===== src/core/fsdp_pkg.sv =====
// Operation
// [RULE1] Any reset presets output data to all ones, drivers off, and issues a strobe.
// [RULE2] New output data is on the pins when the strobe falls.
// [RULE3] Bidirectional pins release their drivers shortly after the strobe rises.
// [RULE4] Strobe low time lies between 6.0 and 6.8 microseconds.
// [RULE5] Pins are sampled 10.5 to 12.5 microseconds after output data is written.
// [RULE6] Invert flag inverts all four sampled inputs before any further use.
// [RULE7] Delay mode reports a new input only after two equal consecutive samples.
// [RULE8] Delay mode blocks sampling for 256 microseconds minus 6.25 percent.
// [RULE9] Filter outputs are zero after reset and while exchange is inhibited.
// [RULE10] Delay mode: enable flag, gate flag, inverse param bit 1; never in safety.
// [RULE11] Delay activation uses the param bit 1 register, never the pin level.
// [RULE12] Sync mode uses same table with its own flags and param bit 2.
// [RULE13] Sync trigger: exchange call address lower than previous good call's.
// [RULE14] Trigger updates outputs only if armed by good data; always samples.
// [RULE15] Lowest-address slave postpones outputs one cycle, returns inputs at once.
// [RULE16] First exchange call after port activation is processed immediately.
// [RULE17] Param bit 2 falling under gating enables sync; next call immediate.
// [RULE18] Param bit 2 rising disables sync and drops an armed output event.
// [RULE19] Three own calls in a row suspend sync; another address resumes it.
// [RULE20] Output-only pins echo the received output data in the response.
// [RULE21] Sync mode keeps the strobe and the standard sample and output timing.
// [RULE22] Master keeps a stable output image per cycle and splits A and B slaves.
// [RULE23] First parameter write after reset clears the exchange inhibit.
// [RULE24] Strobe is active low, idles high, one pulse per output event.
package fsdp_pkg;
  localparam int unsigned CLK_PERIOD_PS  = 4000;
  localparam int unsigned CNT_W          = 12;
  localparam int unsigned HOLDOFF_W      = 17;
  localparam int unsigned STB_LOW_MIN_NS = 6000;
  localparam int unsigned HOLD_MIN_NS    = 200;
  localparam int unsigned SAMPLE_MIN_NS  = 10500;
  localparam int unsigned HOLDOFF_US     = 256;
  localparam int unsigned HOLDOFF_TOL_DIV = 16;
  localparam int unsigned HOLDOFF_MIN_NS =
    HOLDOFF_US * 1000 - HOLDOFF_US * 1000 / HOLDOFF_TOL_DIV;
  localparam logic [CNT_W-1:0] STB_CYC =
    CNT_W'((STB_LOW_MIN_NS * 1000 + CLK_PERIOD_PS - 1) / CLK_PERIOD_PS);
  localparam logic [CNT_W-1:0] HOLD_CYC =
    CNT_W'((HOLD_MIN_NS * 1000 + CLK_PERIOD_PS - 1) / CLK_PERIOD_PS);
  localparam logic [CNT_W-1:0] SAMPLE_CYC =
    CNT_W'((SAMPLE_MIN_NS * 1000 + CLK_PERIOD_PS - 1) / CLK_PERIOD_PS);
  localparam int unsigned HOLDOFF_CYC_DEF =
    (HOLDOFF_MIN_NS * 1000 + CLK_PERIOD_PS - 1) / CLK_PERIOD_PS;
  localparam logic [3:0] DATA_RESET  = 4'hF;
  localparam logic       PARAM_RESET = 1'h1;
  localparam logic [1:0] OWN_RUN_MAX = 2'h3;
  typedef enum logic [3:0] {
    ST_IDLE = 4'b0001,
    ST_LOW  = 4'b0010,
    ST_WAIT = 4'b0100,
    ST_PUSH = 4'b1000
  } fsdp_state_t;
endpackage


===== src/core/fsdp_fifo.sv =====
`timescale 1ns/1ps
`default_nettype none
module fsdp_fifo #(
  parameter int unsigned WIDTH = 4,
  parameter int unsigned DEPTH = 8
) (
  // Clock and reset
  input  wire logic             ref_clk_i,
  input  wire logic             resetn_i,
  // Fill side
  input  wire logic             in_valid_i,
  output logic                  in_ready_o,
  input  wire logic [WIDTH-1:0] in_data_i,
  // Drain side
  output logic                  out_valid_o,
  input  wire logic             out_ready_i,
  output logic      [WIDTH-1:0] out_data_o
);
  localparam int unsigned AW = (DEPTH > 1) ? $clog2(DEPTH) : 1;
  if (DEPTH < 2 || (1 << AW) != DEPTH || WIDTH < 1) begin : g_chk
    $error("fsdp_fifo needs a power-of-two depth of two or more");
  end
  logic [WIDTH-1:0] mem [DEPTH];
  logic [AW-1:0]    wptr;
  logic [AW-1:0]    rptr;
  logic [AW:0]      count;
  logic             push;
  logic             pop;
  assign in_ready_o = (count != (AW+1)'(DEPTH));
  assign push = in_valid_i && in_ready_o;
  assign pop  = (count != '0) && (!out_valid_o || out_ready_i);
  always_ff @(posedge ref_clk_i) begin
    if (push) begin
      mem[wptr] <= in_data_i;
    end
  end
  always_ff @(posedge ref_clk_i) begin
    if (!resetn_i) begin
      wptr  <= '0;
      rptr  <= '0;
      count <= '0;
    end else begin
      if (push) begin
        wptr <= wptr + 1'b1;
      end
      if (pop) begin
        rptr <= rptr + 1'b1;
      end
      count <= count + (AW+1)'(push) - (AW+1)'(pop);
    end
  end
  // Registered head word
  always_ff @(posedge ref_clk_i) begin
    if (!resetn_i) begin
      out_valid_o <= 1'b0;
      out_data_o  <= '0;
    end else if (pop) begin
      out_valid_o <= 1'b1;
      out_data_o  <= mem[rptr];
    end else if (out_ready_i) begin
      out_valid_o <= 1'b0;
    end
  end
endmodule
`default_nettype wire


===== src/core/fsdp_port.sv =====
`timescale 1ns/1ps
`default_nettype none
module fsdp_port
  import fsdp_pkg::*;
#(
  parameter int unsigned HOLDOFF_CYC = HOLDOFF_CYC_DEF,
  parameter int unsigned RESP_DEPTH  = 8
) (
  // Clock and reset
  input  wire logic       ref_clk_i,
  input  wire logic       resetn_i,
  // Configuration
  input  wire logic       invert_i,
  input  wire logic       filter_en_i,
  input  wire logic       filter_gate_by_param_i,
  input  wire logic       sync_en_i,
  input  wire logic       sync_gate_by_param_i,
  input  wire logic       safety_mode_i,
  input  wire logic [3:0] out_only_i,
  input  wire logic [4:0] own_addr_i,
  // Protocol engine calls
  input  wire logic       exchange_call_i,
  input  wire logic [4:0] call_addr_i,
  input  wire logic       call_ok_i,
  input  wire logic [3:0] call_data_i,
  input  wire logic       param_write_call_i,
  input  wire logic       param_bit_1_i,
  input  wire logic       param_bit_2_i,
  output logic            exchange_ready_o,
  output logic            exchange_enabled_o,
  // Response words
  output logic            resp_valid_o,
  input  wire logic       resp_ready_i,
  output logic [3:0]      resp_data_o,
  // Data pins, open drain
  input  wire logic [3:0] port_pin_i,
  output logic      [3:0] port_pin_o,
  output logic      [3:0] port_pin_oe_o,
  output logic            output_strobe_n_o
);
  if (HOLDOFF_CYC < 1 || HOLDOFF_CYC >= (1 << HOLDOFF_W)) begin : g_chk
    $error("fsdp_port hold-off count out of range");
  end
  localparam int A_HOLD = int'(HOLD_CYC);

  fsdp_state_t          st;
  logic [CNT_W-1:0]     cnt;
  logic [3:0]           pin_meta;
  logic [3:0]           pin_sync;
  logic                 param_1;
  logic                 param_2;
  logic                 inhibit;
  logic [3:0]           out_reg;
  logic                 op_resp;
  logic [3:0]           last_call;
  logic [3:0]           samp;
  logic [3:0]           prev_samp;
  logic [3:0]           filt;
  logic [HOLDOFF_W-1:0] holdoff;
  logic [4:0]           prev_addr;
  logic                 have_prev;
  logic                 armed;
  logic [3:0]           arm_data;
  logic                 first_pending;
  logic                 suspended;
  logic [1:0]           own_run;
  logic                 fifo_in_ready;
  logic                 push;
  logic [3:0]           push_data;

  logic       filter_on;
  logic       sync_on;
  logic       call_ev;
  logic       is_own;
  logic       own_ok;
  logic       trig;
  logic       immediate;
  logic       fire;
  logic       start;
  logic       start_strobe;
  logic [3:0] start_data;
  logic       start_resp;
  logic       sample_ev;
  logic       sample_taken;
  logic [3:0] raw;
  logic [3:0] reported;
  logic       p2_fall;
  logic       p2_rise;

  // Activation tables from the parameter registers only
  assign filter_on = filter_en_i && !safety_mode_i
                     && (!filter_gate_by_param_i || !param_1); // [RULE10] [RULE11]
  assign sync_on = sync_en_i && !safety_mode_i
                   && (!sync_gate_by_param_i || !param_2)
                   && !suspended; // [RULE12]

  always_comb begin
    call_ev   = exchange_call_i && !inhibit;
    is_own    = (call_addr_i == own_addr_i);
    own_ok    = call_ev && is_own && call_ok_i && exchange_ready_o;
    trig      = call_ev && call_ok_i && have_prev
                && (call_addr_i < prev_addr); // [RULE13]
    immediate = own_ok && (!sync_on || first_pending); // [RULE16]
    fire      = sync_on && !first_pending && trig
                && (st == ST_IDLE);
    start        = immediate || fire;
    start_strobe = immediate || armed; // [RULE14]
    start_data   = immediate ? call_data_i : arm_data;
    start_resp   = own_ok; // [RULE15]
    p2_fall   = param_write_call_i && param_2 && !param_bit_2_i;
    p2_rise   = param_write_call_i && !param_2 && param_bit_2_i;
  end

  // Input path
  assign raw = pin_sync ^ {4{invert_i}}; // [RULE6]
  assign sample_ev = (st == ST_WAIT) && (cnt == SAMPLE_CYC + 1'b1); // [RULE5]
  assign sample_taken = sample_ev && !(filter_on && holdoff != '0); // [RULE8]
  assign reported = filter_on ? filt : samp;
  assign push_data = (reported & ~out_only_i)
                     | ((own_ok ? call_data_i : last_call)
                        & out_only_i); // [RULE20]
  assign push = ((st == ST_PUSH) && op_resp)
                || (own_ok && !start); // [RULE15]
  assign port_pin_o = 4'h0;

  always_ff @(posedge ref_clk_i) begin
    if (!resetn_i) begin
      pin_meta <= 4'h0;
      pin_sync <= 4'h0;
    end else begin
      pin_meta <= port_pin_i;
      pin_sync <= pin_meta;
    end
  end

  // Parameter registers and exchange inhibit
  always_ff @(posedge ref_clk_i) begin
    if (!resetn_i) begin
      param_1 <= PARAM_RESET;
      param_2 <= PARAM_RESET;
      inhibit <= 1'b1;
    end else if (param_write_call_i) begin
      param_1 <= param_bit_1_i; // [RULE11]
      param_2 <= param_bit_2_i;
      inhibit <= 1'b0; // [RULE23]
    end
  end

  // Output event sequencer
  always_ff @(posedge ref_clk_i) begin
    if (!resetn_i) begin
      st                <= ST_LOW; // [RULE1]
      cnt               <= '0;
      out_reg           <= DATA_RESET; // [RULE1]
      port_pin_oe_o     <= 4'h0;
      output_strobe_n_o <= 1'b0; // [RULE1]
      op_resp           <= 1'b0;
    end else begin
      unique case (st)
        ST_IDLE: begin
          if (start) begin
            st      <= ST_LOW;
            cnt     <= '0;
            op_resp <= start_resp;
            if (start_strobe) begin
              output_strobe_n_o <= 1'b0; // [RULE24] [RULE21]
              out_reg           <= start_data;
              port_pin_oe_o     <= ~start_data; // [RULE2]
            end
          end
        end
        ST_LOW: begin
          cnt <= cnt + 1'b1;
          if (cnt == STB_CYC - 1'b1) begin
            output_strobe_n_o <= 1'b1; // [RULE4]
            st                <= ST_WAIT;
          end
        end
        ST_WAIT: begin
          cnt <= cnt + 1'b1;
          if (cnt == STB_CYC + HOLD_CYC - 1'b1) begin
            port_pin_oe_o <= port_pin_oe_o & out_only_i; // [RULE3]
          end
          if (sample_ev) begin
            st <= ST_PUSH;
          end
        end
        ST_PUSH: begin
          st <= ST_IDLE;
        end
      endcase
    end
  end

  // Sampling, delay filter and hold-off
  always_ff @(posedge ref_clk_i) begin
    if (!resetn_i) begin
      samp      <= 4'h0;
      prev_samp <= 4'h0;
      filt      <= 4'h0;
      holdoff   <= '0;
    end else begin
      if (holdoff != '0) begin
        holdoff <= holdoff - 1'b1;
      end
      if (sample_taken) begin
        samp      <= raw;
        prev_samp <= raw;
        if (filter_on) begin
          holdoff <= HOLDOFF_W'(HOLDOFF_CYC); // [RULE8]
          if (raw == prev_samp) begin
            filt <= raw; // [RULE7]
          end
        end
      end
      if (inhibit) begin
        filt <= 4'h0; // [RULE9]
      end
    end
  end

  // Trigger tracking, arming and suspension
  always_ff @(posedge ref_clk_i) begin
    if (!resetn_i) begin
      prev_addr     <= 5'h00;
      have_prev     <= 1'b0;
      armed         <= 1'b0;
      arm_data      <= DATA_RESET;
      first_pending <= 1'b1;
      suspended     <= 1'b0;
      own_run       <= 2'h0;
      last_call     <= 4'h0;
    end else begin
      if (call_ev && call_ok_i) begin
        prev_addr <= call_addr_i;
        have_prev <= 1'b1;
      end
      if (own_ok) begin
        last_call <= call_data_i;
      end
      if (fire) begin
        armed <= 1'b0; // [RULE14]
      end
      if (own_ok && !immediate) begin
        armed    <= 1'b1;
        arm_data <= call_data_i;
      end
      if (immediate) begin
        first_pending <= 1'b0;
      end
      if (call_ev) begin
        if (is_own) begin
          if (own_run != OWN_RUN_MAX) begin
            own_run <= own_run + 1'b1;
          end
          if (own_run == OWN_RUN_MAX - 1'b1) begin
            suspended <= 1'b1; // [RULE19]
            armed     <= 1'b0;
          end
        end else begin
          own_run <= 2'h0;
          if (suspended) begin
            suspended     <= 1'b0; // [RULE19]
            first_pending <= 1'b1;
          end
        end
      end
      if (p2_fall && sync_gate_by_param_i) begin
        first_pending <= 1'b1; // [RULE17]
      end
      if (p2_rise) begin
        armed <= 1'b0; // [RULE18]
      end
      if (param_write_call_i && inhibit) begin
        first_pending <= 1'b1; // [RULE16]
      end
    end
  end

  // Handshake status
  always_ff @(posedge ref_clk_i) begin
    if (!resetn_i) begin
      exchange_ready_o   <= 1'b0;
      exchange_enabled_o <= 1'b0;
    end else begin
      exchange_ready_o   <= (st == ST_IDLE) && !start && !push
                            && fifo_in_ready && !inhibit;
      exchange_enabled_o <= !inhibit;
    end
  end

  fsdp_fifo #(
    .WIDTH (4),
    .DEPTH (RESP_DEPTH)
  ) u_resp_fifo (
    .ref_clk_i   (ref_clk_i),
    .resetn_i    (resetn_i),
    .in_valid_i  (push),
    .in_ready_o  (fifo_in_ready),
    .in_data_i   (push_data),
    .out_valid_o (resp_valid_o),
    .out_ready_i (resp_ready_i),
    .out_data_o  (resp_data_o)
  );
endmodule
`default_nettype wire


===== config.mk =====
export PLATFORM = sky130hd
export DESIGN_NAME = fsdp_port
export DESIGN_NICKNAME = d
export VERILOG_FILES = /design/src/core/fsdp_pkg.sv /design/src/core/fsdp_fifo.sv /design/src/core/fsdp_port.sv
export SDC_FILE = /design/constraint.sdc
export NUM_CORES = 1
export LEC_CHECK = 0
export BUFFER_PORTS_ARGS = -buffer_cell sky130_fd_sc_hd__buf_2
export CAP_MARGIN = 10
export CORE_ASPECT_RATIO = 1.2
export CORE_MARGIN = 4
export CORE_UTILIZATION = 54
export DETAILED_ROUTE_END_ITERATION = 8
export GPL_ROUTABILITY_DRIVEN = 0
export PLACE_DENSITY_LB_ADDON = 0.2
export RECOVER_POWER = 100
export SLEW_MARGIN = 40
export SYNTH_ARGS = -nofsm -noshare
export SYNTH_HDL_FRONTEND = slang
export SYNTH_HIERARCHICAL = 1
export SYNTH_SLANG_ARGS = --single-unit

===== constraint.sdc =====
create_clock -name ref_clk_i -period 3.1 [get_ports ref_clk_i]
set_clock_uncertainty 0.15 [all_clocks]
set_input_delay 0.775 -clock ref_clk_i [delete_from_list [all_inputs] [get_ports ref_clk_i]]
set_output_delay 0.775 -clock ref_clk_i [all_outputs]
set_load 0.05 [all_outputs]

== After elaboration in Yosys (flattened, before gate mapping) ==
Memory sizes are Yosys's and may differ from the RTL's. A register that Yosys moved wholly into a read port is not among the register bits.
Cells that the tools add are included.
Cells by class
  reduce and logical (&&, ||, !) cells: 75
  bitwise gates (word level): 8
  add/subtract/negate cells: 7
  divide/modulo/power cells: 0
  multipliers: 0
  shift operators: 0
  multiplexer cells: 37
  $lt $le $gt $ge: 1
  equal/unequal tests: 19
Operators with widths (count)
  2-to-1 mux 17 bit: 3
  2-to-1 mux 4 bit: 9
  logical AND 1 bit: 34
  equality test 12 x 11 -> 1 bit (second input constant): 2
  case mux 12 bit (2 select lines): 1
  2-to-1 mux 1 bit: 18
  nonzero test 17 bit: 1
  subtractor 17 x 1 -> 17 bit (second input constant): 1
  zero test 1 bit: 16
  case mux 4 bit (4 select lines): 1
  adder 12 x 1 -> 12 bit (second input constant): 1
  AND 4 bit: 3
  equality test 12 bit (second input constant): 1
  2-to-1 mux 12 bit: 1
  inequality test 2 bit (second input constant): 5
  NOT 4 bit: 2
  case mux 4 bit (2 select lines): 1
  AND reduction 2 bit: 4
  AND reduction 4 bit: 2
  nonzero test 2 bit: 4
  logical OR 1 bit: 7
  adder 3 x 1 -> 3 bit (second input constant): 2
  inequality test 2 x 1 -> 1 bit (second input constant): 3
  AND reduction 3 bit: 2
  20 further kinds: 23
Word-level totals
  memory bits (writable): 32
  word-level logic and storage cells: 175
  memories: 1
  input port bits: 36
  latch bits: 0
  ROM bits: 0
  flip-flop bits (word level): 90
  output and inout port bits: 16
Memories
  u_resp_fifo.mem: depth 8, width 4, rd ports 1, clocked after memory_dff 1, wr ports 1, RTL line fsdp_fifo.sv:23  | logic [WIDTH-1:0] mem [DEPTH];

== Logic depth before layout (Yosys ltp) ==
Gate-level depths: netlist (run 1).
  depth in word-level cells: 15
  depth in mapped cells: 14
  gate-level depth less buffers: 13

== Hierarchy ==
Netlist (run 1), hierarchy kept.
By module, submodules not included
  fsdp_port: times used 1, seq. area each 1581.5 um^2, cells an instance 470, area each 4101.4 um^2
  fsdp_fifo: times used 1, seq. area each 1261.2 um^2, cells an instance 132, area each 1959.4 um^2

== Worst setup path before layout (run 1) ==
No wires, ideal clock.
  kind: input-to-reg
  start point: input safety_mode_i
  end point: memory u_resp_fifo.mem[0][0] (enable)
  required time: 2.589 ns
  arrival time: 2.883 ns
  buffers on the path: 0
  cell stages on the path: 7
  library setup time: 0.361 ns
  slack: -0.294 ns
  cells stage by stage: nor4b_1 > nand2_1 > nor4_2 > o2bb2ai_1 > nand2_4 > or2_4 > nor3_1
On the way
  longest elaborated chain between the ends: 14
  elaborated cells between the ends (all ways): 17
  those cells by class: 2 x mux; 15 x reduce/logical
Ends and longest elaborated chain
  start, declared: RTL line fsdp_port.sv:18  | input wire logic safety_mode_i,
  zero test 1 bit *: RTL line fsdp_port.sv:93  | assign sync_on = sync_en_i && !safety_mode_i
  logical AND 1 bit *: RTL line fsdp_port.sv:93
  logical AND 1 bit *: RTL line fsdp_port.sv:94  | && (!sync_gate_by_param_i || !param_2)
  logical AND 1 bit *: RTL line fsdp_port.sv:95  | && !suspended;
  zero test 1 bit or logical AND 1 bit (tied branches): RTL line fsdp_port.sv:103, fsdp_port.sv:104
  logical OR 1 bit or logical AND 1 bit (tied branches): RTL line fsdp_port.sv:103, fsdp_port.sv:104
  logical AND 1 bit (on tied branches): RTL line fsdp_port.sv:103, fsdp_port.sv:105
  logical OR 1 bit *: RTL line fsdp_port.sv:106  | start = immediate || fire;
  zero test 1 bit *: RTL line fsdp_port.sv:123  | || (own_ok && !start);
  logical AND 1 bit *: RTL line fsdp_port.sv:123
  logical OR 1 bit *: RTL line fsdp_port.sv:123
  named net push: RTL line fsdp_port.sv:68  | logic push;
  logical AND 1 bit *: RTL line fsdp_fifo.sv:30  | assign push = in_valid_i && in_ready_o;
  2-to-1 mux 1 bit *: RTL line fsdp_fifo.sv:33  | if (push) begin
  2-to-1 mux 1 bit (not written as such) *: RTL line fsdp_fifo.sv:34  | mem[wptr] <= in_data_i;
  end, declared: RTL line fsdp_fifo.sv:23
Mark *: on every way through the listed nets, which the timed path passes. The rest lies on a longest branch.

== Final worst setup path (run 1) ==
  start point: register holdoff[10]
  end point: register holdoff[11]
On the way
  longest elaborated chain between the ends: 5
  elaborated cells between the ends (all ways): 8
  those cells by class: 1 x add/sub; 3 x mux; 4 x reduce/logical
Ends and longest elaborated chain
  start, declared: RTL line fsdp_port.sv:59  | logic [HOLDOFF_W-1:0] holdoff;
  start signal, assigned: RTL line fsdp_port.sv:204  | holdoff <= holdoff - 1'b1;
  start signal, assigned: RTL line fsdp_port.sv:210  | holdoff <= HOLDOFF_W'(HOLDOFF_CYC);
  branches (longest 4 deep; another with subtractor 17 x 1 -> 17 bit)
  2-to-1 mux 17 bit *: RTL line fsdp_port.sv:206  | if (sample_taken) begin
Every way passes the cells marked *.
A chain may end at the register's enable or synchronous reset.

==> results.toml, run 1 <==
[die]
core_area_um2 = 11000
dieArea_um2 = 13000
num_io_pins = 52
start_util_pct = 55.2
die_w_um = 105
fp.dieH_um = 124
num_rows = 42

[setup_path]
crit_type = "register to register"
r2r_cells = 5
cp_max_fo = 7
worstPathRequired_ns = 3.28
end_kind = "register"
cp-start-kind = "register"
critPathArrivalTime_ns = 3.00

[routing]
wl_met1_um = 5910
highest_layer = "met4"
drtAntennaViolNets = 0
drt-initial-drc-count = 217
wl_per_cell_um = 16.8
drt-vias-per-instance = 5.98
routed-via-count = 4871
wl_met2_um = 7000
drt_first_pass_iters = 5
finalWirelength_um = 13700
met3_length_um = 508
drcViolationCount = 0

[place]
place_ws_ns = 0.00753
portBuffers = 47
dp_hpwl_um = 10200

[synth]
ys_ff_latch = 126
synthFlopType = "dfxtp_1"
synth_area_um2 = 6060
yosysWarnings = 6
syn_inst = 602
syn_area_per_cell_um2 = 10.1
ys_seq_area_share_pct = 46.9
synth.distinct_cells = 72
synth_edf_count = 32
async_reset_ff_share_pct = 0

[sta]
grt_setup_unrepaired = "false"
setup_viol = 0
maxSlewViolCount = 0
finalHoldViolations = 0
tns_ns = 0
tightestPinTransition_ns = 1.12
period_needed_ns = 2.82
fmax_ghz = 0.355
max_slew_margin_pct = 25.6
period_share_pct = 90.8
setup_ws_ns = 0.285

[pwr]
p_leak_nw = 2.56
ir_drop_mv = 0.515
power_density_nw_per_um2 = 764

[cts]
clkTransAtPathRegs_ns = 0.05
clockRootBuffer = "clkbuf_16"
cts_setup_buffers = 0
worst_skew_pair.late_latency_ns = 0.41
cts.sinks = 126
cts_tree = "yes"
cts_buffers = 17
cts_resized = 0
ctsHtreeMaxLevel = 4
cts_buffer_depth = 2
hold_buffers = 0

[worst_hold_path]
whs_path_depth = 1
hp-class = "register to register"

[global_routing]
grt_pass1_vias = 4785
track_usage_pct = 21.9
grt_max_degree = 28
grt_pass1_wl_um = 22600
gr-total-overflow = 0
antenna_found_initial = 0

[final_layout]
diodes = 0
layout-drive-gt1-share_pct = 15.2
area_delta_synth_final_pct = 17.5
finish.net_count = 725
fillers = 911

[run]
maxCapViolCount = 0

[status]
status = "complete, no violations"
routing by layer:
metal | up-vias | track usage [%]
met5 | - | 0
met4 | 0 | 9.35
met3 | 19 | 4.51
met2 | 98 | 39.3
met1 | 2377 | 25.7
li1 | 2377 | -
per-stage QoR:
| stage | instances | utilization (%) | hold WS (ns) | total power, mW | area (µm²) |
|---|---|---|---|---|---|
| after floorplan | 605 | - | 0.262 | 3.11 | 6110 |
| after global placement | 783 | 59.8 | 0.269 | 3.35 | 6570 |
| after detailed placement | 783 | 59.8 | 0.273 | 3.39 | 6570 |
| after CTS | 815 | 65.6 | 0.286 | 5.52 | 7200 |
| after global routing | 815 | 64.9 | 0.300 | 5.73 | 7120 |
| final | 815 | 64.9 | 0.281 | 5.44 | 7120 |
critical path, stage by stage, from the launching register on:
cell and delay, ns:
dfxtp_1 0.35, or4_1 0.67, or4_1 0.63, nor2_1 0.40, nand2_1 0.30, a31oi_1 0.23
report_power, final:
part / switching, mW / total (mW) / internal (mW)
clock network: 0.696 / 2.12 / 1.42
registers: 0.174 / 2.02 / 1.85
logic: 0.774 / 1.30 / 0.530
synthesized netlist by cell type, drive strengths merged (6+ instances only):
master  number  area share (%)
nor3        23             2.0
nor4        10             1.3
buf         14             1.5
and2        15             1.5
o21ai       19             1.9
ha          18             3.7
dfxtp       94              31
mux4         8             3.0
or4b         6            0.99
mux2i       20             3.3
a31oi       11             1.1
nor2        33             2.2
xnor2       16             2.3
clkbuf      14            0.91
a211oi      10             1.2
nand4b       8             1.2
nand2       42             2.8
nand2b       9            0.93
nand3       20             1.7
or3          6            0.62
or4          9             1.1
edfxtp      32              16
xor2        16             2.3
inv         23             1.4
a21oi       43             3.6
nand4       19             2.0
sequential cells by signal, indices dropped and copies added, names as in the netlist, 3 cells and up:
name	count
arm_data	4
cnt	12
filt	4
holdoff	17
last_call	4
pin_meta	4
pin_sync	4
port_pin_oe_o	4
prev_addr	5
prev_samp	4
st	4
u_resp_fifo/count	4
u_resp_fifo/mem	32
u_resp_fifo/out_data_o	4
u_resp_fifo/rptr	3
u_resp_fifo/wptr	3
layout by cell type (no fill, tap or decap), types with 7 or more instances in the layout:
cell type and count:
or4_1 9, nand2b_1 9, clkbuf_16 17, a31oi_1 11
nor2_1 33, nor4_1 7, nand2_1 41, o21ai_0 14
nor3_1 21, nand4_1 19, nand4b_1 8, edfxtp_1 32
ha_1 18, dfxtp_1 94, buf_4 18, mux4_2 8
and2_1 12, buf_2 31, mux2i_1 20, a211oi_1 9
nand3_1 20, inv_1 23, xor2_1 16, a21oi_1 43
clkbuf_1 29, xnor2_1 16
cell families after synthesis:
group,synth area share (%)
xor gates and xnor gates,4.62
adders and majority gates,4.05
and+or+nand+nor,21.2
DFF,46.9
buffers and inverters,3.98
muxes,6.46
other,0.0619
AOI/OAI and AO/OA,12.7
layout make-up:
cell class | count | area [µm²] | share of cell area (%)
clock inverter | 11 | 191 | 2.69
timing repair buffer | 74 | 384 | 5.39
sequential | 126 | 2840 | 39.9
clock buffer | 21 | 440 | 6.18
tap | 132 | 165 | 2.32
multi-input combinational | 426 | 3010 | 42.2
inverter | 25 | 93.8 | 1.32
final timing paths:
path	from	endpoint	slack (ns)
max	holdoff[10]$_SDFF_PN0_	holdoff[11]$_SDFF_PN0_	0.28
min	pin_meta[3]$_SDFF_PN0_	pin_sync[3]$_SDFF_PN0_	0.28
max reg2reg	holdoff[10]$_SDFF_PN0_	holdoff[11]$_SDFF_PN0_	0.28
min reg2reg	pin_meta[3]$_SDFF_PN0_	pin_sync[3]$_SDFF_PN0_	0.28
(Power assumes the default switching activity.)
==> inputs of run 2 (changes only) <==
--- a/config.mk
+++ b/config.mk
@@ -14,6 +14,7 @@
 export GPL_ROUTABILITY_DRIVEN = 0
 export PLACE_DENSITY_LB_ADDON = 0.2
 export RECOVER_POWER = 100
+export SETUP_SLACK_MARGIN = 0.4
 export SLEW_MARGIN = 40
 export SYNTH_ARGS = -nofsm -noshare
 export SYNTH_HDL_FRONTEND = slang
==> results.toml, run 2 (synthesis results as in run 1) <==
[status]
status = "complete, no violations"

[worst_hold_path]
hp-class = "register to register"

[place]
dp_hpwl_um = 10300
portBuffers = 47

[final_layout]
final_common_cell = "dfxtp_1"
layout-drive-gt1-share_pct = 17.6
area_delta_synth_final_pct = 18.5
final_cell_mix = "dfxtp_1, a21oi_1, nand2_1"
largest_reg_flops = 32
largestRegisters = "u_resp_fifo/mem x32, holdoff x17, cnt x12"
diodes = 0
top_register = "u_resp_fifo/mem"
finish.net_count = 718

[pwr]
power_density_nw_per_um2 = 747
p_leak_nw = 2.51
ir_drop_mv = 0.622

[sta]
holdWs_ns = 0.283
max_slew_margin_pct = 51.9
period_needed_ns = 2.76
setup_viol = 0
grt_setup_unrepaired = "true"
tns_ns = 0
finalHoldViolations = 0
fmax_ghz = 0.362
period_share_pct = 89.2
maxSlewViolCount = 0
tightestPinTransition_ns = 0.721

[cts]
clockRootBuffer = "clkbuf_16"
hold_buffers = 0
cts.sinks = 126
cts_tree = "yes"
cts_buffer_depth = 2
clkTransAtPathRegs_ns = 0.05
worst_skew_pair.late_latency_ns = 0.41
ctsHtreeMaxLevel = 4
cts_buffers = 17

[die]
num_io_pins = 52
num_rows = 42
dieArea_um2 = 13000
start_util_pct = 55.2
core_area_um2 = 11000
die_w_um = 105
fp.dieH_um = 124

[global_routing]
grt_max_degree = 45
grt_pass1_vias = 4795
grt_pass1_wl_um = 23700
track_usage_pct = 23.2
antenna_found_initial = 0
gr-total-overflow = 0

[setup_path]
crit_type = "primary input to register"
cp-start-kind = "primary input"
cp_max_fo = 5
end_kind = "register"
worstPathRequired_ns = 3.25
critPathArrivalTime_ns = 2.92

[routing]
routed-via-count = 4846
drt_first_pass_iters = 6
drt-initial-drc-count = 281
drt-vias-per-instance = 6.00
wl_per_cell_um = 17.7
finalWirelength_um = 14300
drtAntennaViolNets = 0
drcViolationCount = 0

[run]
maxCapViolCount = 0
run 2: final timing paths:
kind | slack, ns | to | cells after the start | startpoint
setup / recovery | 0.34 | u_resp_fifo/count[1]$_SDFF_PN0_ | 10 | safety_mode_i
hold / removal | 0.28 | pin_sync[1]$_SDFF_PN0_ | 1 | pin_meta[1]$_SDFF_PN0_
setup reg to reg | 0.35 | u_resp_fifo/count[1]$_SDFF_PN0_ | 10 | st[3]$_SDFFE_PN0P_
hold reg to reg | 0.28 | pin_sync[1]$_SDFF_PN0_ | 1 | pin_meta[1]$_SDFF_PN0_
run 2: final cells by class:
type                            instances  area [µm²]
Fill cell                             904        3800
Timing Repair Buffer                   67         342
Inverter                               25        93.8
Multi-Input combinational cell        426        3140
Clock inverter                         14         169
Clock buffer                           18         429
Tap cell                              132         165
Sequential cell                       126        2840
run 2: power by group:
group	total [mW]	switching, mW	internal [mW]
Clock	1.99	0.732	1.26
Combinational	1.35	0.804	0.543
Sequential	2.02	0.175	1.85
Total	5.36	1.71	3.65
run 2: worst max-delay path, stage by stage:
cell and delay [ns]:
clkbuf_1 0.12, nor4b_4 0.34, nand2_1 0.10, nor4_1 0.52
o2bb2ai_4 0.21, nand2_4 0.09, inv_2 0.07, ha_4 0.13
fa_2 0.41, and2_1 0.14
run 2: repair_timing:
item | 4_1_cts | 5_1_grt
setup buffers | 0 | 2
gates resized for setup | 0 | 8
setup endpoints to repair | 0 | 38
run 2: metal layers:
layer	vias to the layer above	GRT usage, %	routed length (µm)
li1	2362	-	-
met1	2326	27.4	6170
met2	135	41.6	7250
met3	23	4.87	617
met4	0	9.19	255
met5	-	0	0
run 2: through the flow:
stage / area (µm²) / util (%) / setup slack (ns) / power (mW) / std cells
2_1_floorplan: 6230 / - / 0.218 / 3.14 / 605
3_3_place_gp: 6620 / 60.3 / 0.178 / 3.36 / 774
3_5_place_dp: 6620 / 60.3 / 0.0416 / 3.41 / 774
4_1_cts: 7220 / 65.7 / 0.417 / 5.42 / 806
5_1_grt: 7180 / 65.4 / 0.193 / 5.68 / 808
6_report: 7180 / 65.4 / 0.336 / 5.36 / 808
==> inputs of run 3 (changes only) <==
--- a/config.mk
+++ b/config.mk
@@ -7,9 +7,11 @@
 export LEC_CHECK = 0
 export BUFFER_PORTS_ARGS = -buffer_cell sky130_fd_sc_hd__buf_2
 export CAP_MARGIN = 10
+export CELL_PAD_IN_SITES_DETAIL_PLACEMENT = 0
+export CELL_PAD_IN_SITES_GLOBAL_PLACEMENT = 1
 export CORE_ASPECT_RATIO = 1.2
 export CORE_MARGIN = 4
-export CORE_UTILIZATION = 54
+export CORE_UTILIZATION = 42
 export DETAILED_ROUTE_END_ITERATION = 8
 export GPL_ROUTABILITY_DRIVEN = 0
 export PLACE_DENSITY_LB_ADDON = 0.2
==> results.toml, run 3 (synthesis results as in run 1) <==
[final_layout]
largestRegisters = "u_resp_fifo/mem x32, holdoff x17, cnt x12"
multi_input_area_um2 = 3120
finish.net_count = 727
largest_reg_flops = 32
diodes = 0
final_cell_mix = "dfxtp_1, a21oi_1, nand2_1"
layout-drive-gt1-share_pct = 17.8
regArea_um2 = 2840
design_area_um2 = 7320
fillers = 1266
final_common_cell = "dfxtp_1"
area_delta_synth_final_pct = 20.9
top_register = "u_resp_fifo/mem"

[pwr]
p_leak_nw = 2.60
ir_drop_mv = 0.306
power_density_nw_per_um2 = 748

[global_routing]
track_usage_pct = 18.7
antenna_found_initial = 0
grt_pass1_vias = 4804
gr-total-overflow = 0
grt_max_degree = 23
grt_pass1_wl_um = 24700

[routing]
routed-via-count = 4863
drt_first_pass_iters = 5
drcViolationCount = 0
drt-initial-drc-count = 259
finalWirelength_um = 14800
drt-vias-per-instance = 5.68
wl_per_cell_um = 17.3
drtAntennaViolNets = 0

[setup_path]
crit_type = "primary input to register"
worstPathRequired_ns = 3.26
cpPeakStageDelay_ns = 0.42
critPathArrivalTime_ns = 2.88
cp_slowest_cell = "fa_2"
end_kind = "register"
critPathMostFrequentCell = "o211ai_1"
cp_max_fo = 5
crit_chain = "clkbuf_1 > ha_1 > o211ai_1 > o211ai_1 > o2bb2ai_4 > nand2_1 > inv_1 > ha_4 > fa_2 > and2_1"
cp-start-kind = "primary input"

[place]
place_area_um2 = 6720
dp_hpwl_um = 10900
place_ws_ns = 0.0289
portBuffers = 47

[worst_hold_path]
hp-class = "register to register"

[cts]
cts.sinks = 126
clkTransAtPathRegs_ns = 0.05
cts_buffer_depth = 2
cts_buffers = 17
cts_tree = "yes"
hold_buffers = 0
ctsHtreeMaxLevel = 4
worst_skew_pair.late_latency_ns = 0.42
clockRootBuffer = "clkbuf_16"

[sta]
setup_viol = 0
period_needed_ns = 2.72
period_share_pct = 87.9
setup_ws_ns = 0.376
maxSlewViolCount = 0
grt_setup_unrepaired = "false"
tightestPinTransition_ns = 0.722
tns_ns = 0
fmax_ghz = 0.367
finalHoldViolations = 0
max_slew_margin_pct = 51.8

[run]
maxCapViolCount = 0

[die]
dieArea_um2 = 16400
start_util_pct = 43.3
die_w_um = 118
core_area_um2 = 14000
num_io_pins = 52
fp.dieH_um = 140
num_rows = 47

[status]
status = "complete, no violations"
run 3: cell types whose count changed in the layout (fill, tap and decap cells not counted), sizes merged:
cell and delta:
buf +11, clkinvlp -4, clkinv -5, inv -1, clkbuf +8
run 3: what timing repair did:
item,CTS,global route
resized for setup,0,3
endpoints found under the setup margin,0,20
buffers inserted,0,5
run 3: metrics by stage:
step | power [mW] | utilization (%) | std cells | hold slack (ns)
finish | 5.48 | 52.3 | 856 | 0.279
CTS | 5.56 | 52.5 | 851 | 0.281
detailed placement | 3.43 | 48.0 | 819 | 0.269
global placement | 3.39 | 48.0 | 819 | 0.266
global route | 5.81 | 52.3 | 856 | 0.290
floorplan | 3.14 | - | 605 | 0.262
run 3: critical path, delay by kind of cell:
family                   cells  cell delay [ns]
AO/OA/AOI/OAI                3             0.69
adder cells (fa/ha/maj)      3             0.91
buffers and inverters        2             0.24
AND/OR/NAND/NOR              2             0.26
run 3: final cells by class:
cell class,instances,area share [%]
Tap cell,171,2.92
Clock inverter,4,1.35
Timing Repair Buffer,76,5.65
Clock buffer,28,7.33
Inverter,25,1.28
Multi-Input combinational cell,426,42.7
Sequential cell,126,38.8
run 3: worst paths after layout:
check                         startpoint                               to  slack, ns  cells after the start
hold / removal    pin_meta[2]$_SDFF_PN0_           pin_sync[2]$_SDFF_PN0_       0.28                      1
setup / recovery          call_addr_i[4]  u_resp_fifo/count[1]$_SDFF_PN0_       0.38                     10
hold reg to reg   pin_meta[2]$_SDFF_PN0_           pin_sync[2]$_SDFF_PN0_       0.28                      1
setup reg to reg  holdoff[10]$_SDFF_PN0_           holdoff[11]$_SDFF_PN0_       0.47                      5
run 3: where the power goes:
| part | total (mW) | internal (mW) | switching [mW] |
|---|---|---|---|
| sequential | 2.03 | 1.85 | 0.179 |
| combinational | 1.35 | 0.547 | 0.801 |
| clock | 2.10 | 1.42 | 0.687 |
run 3: routing by layer:
metal / part of all wire, % / vias to the layer above / GRT usage, %
met2: 48 / 104 / 30.4
met1: 46 / 2348 / 24.3
li1: - / 2384 / -
met4: 2.1 / 0 / 6.98
met3: 3.6 / 27 / 4.50
met5: 0 / - / 0
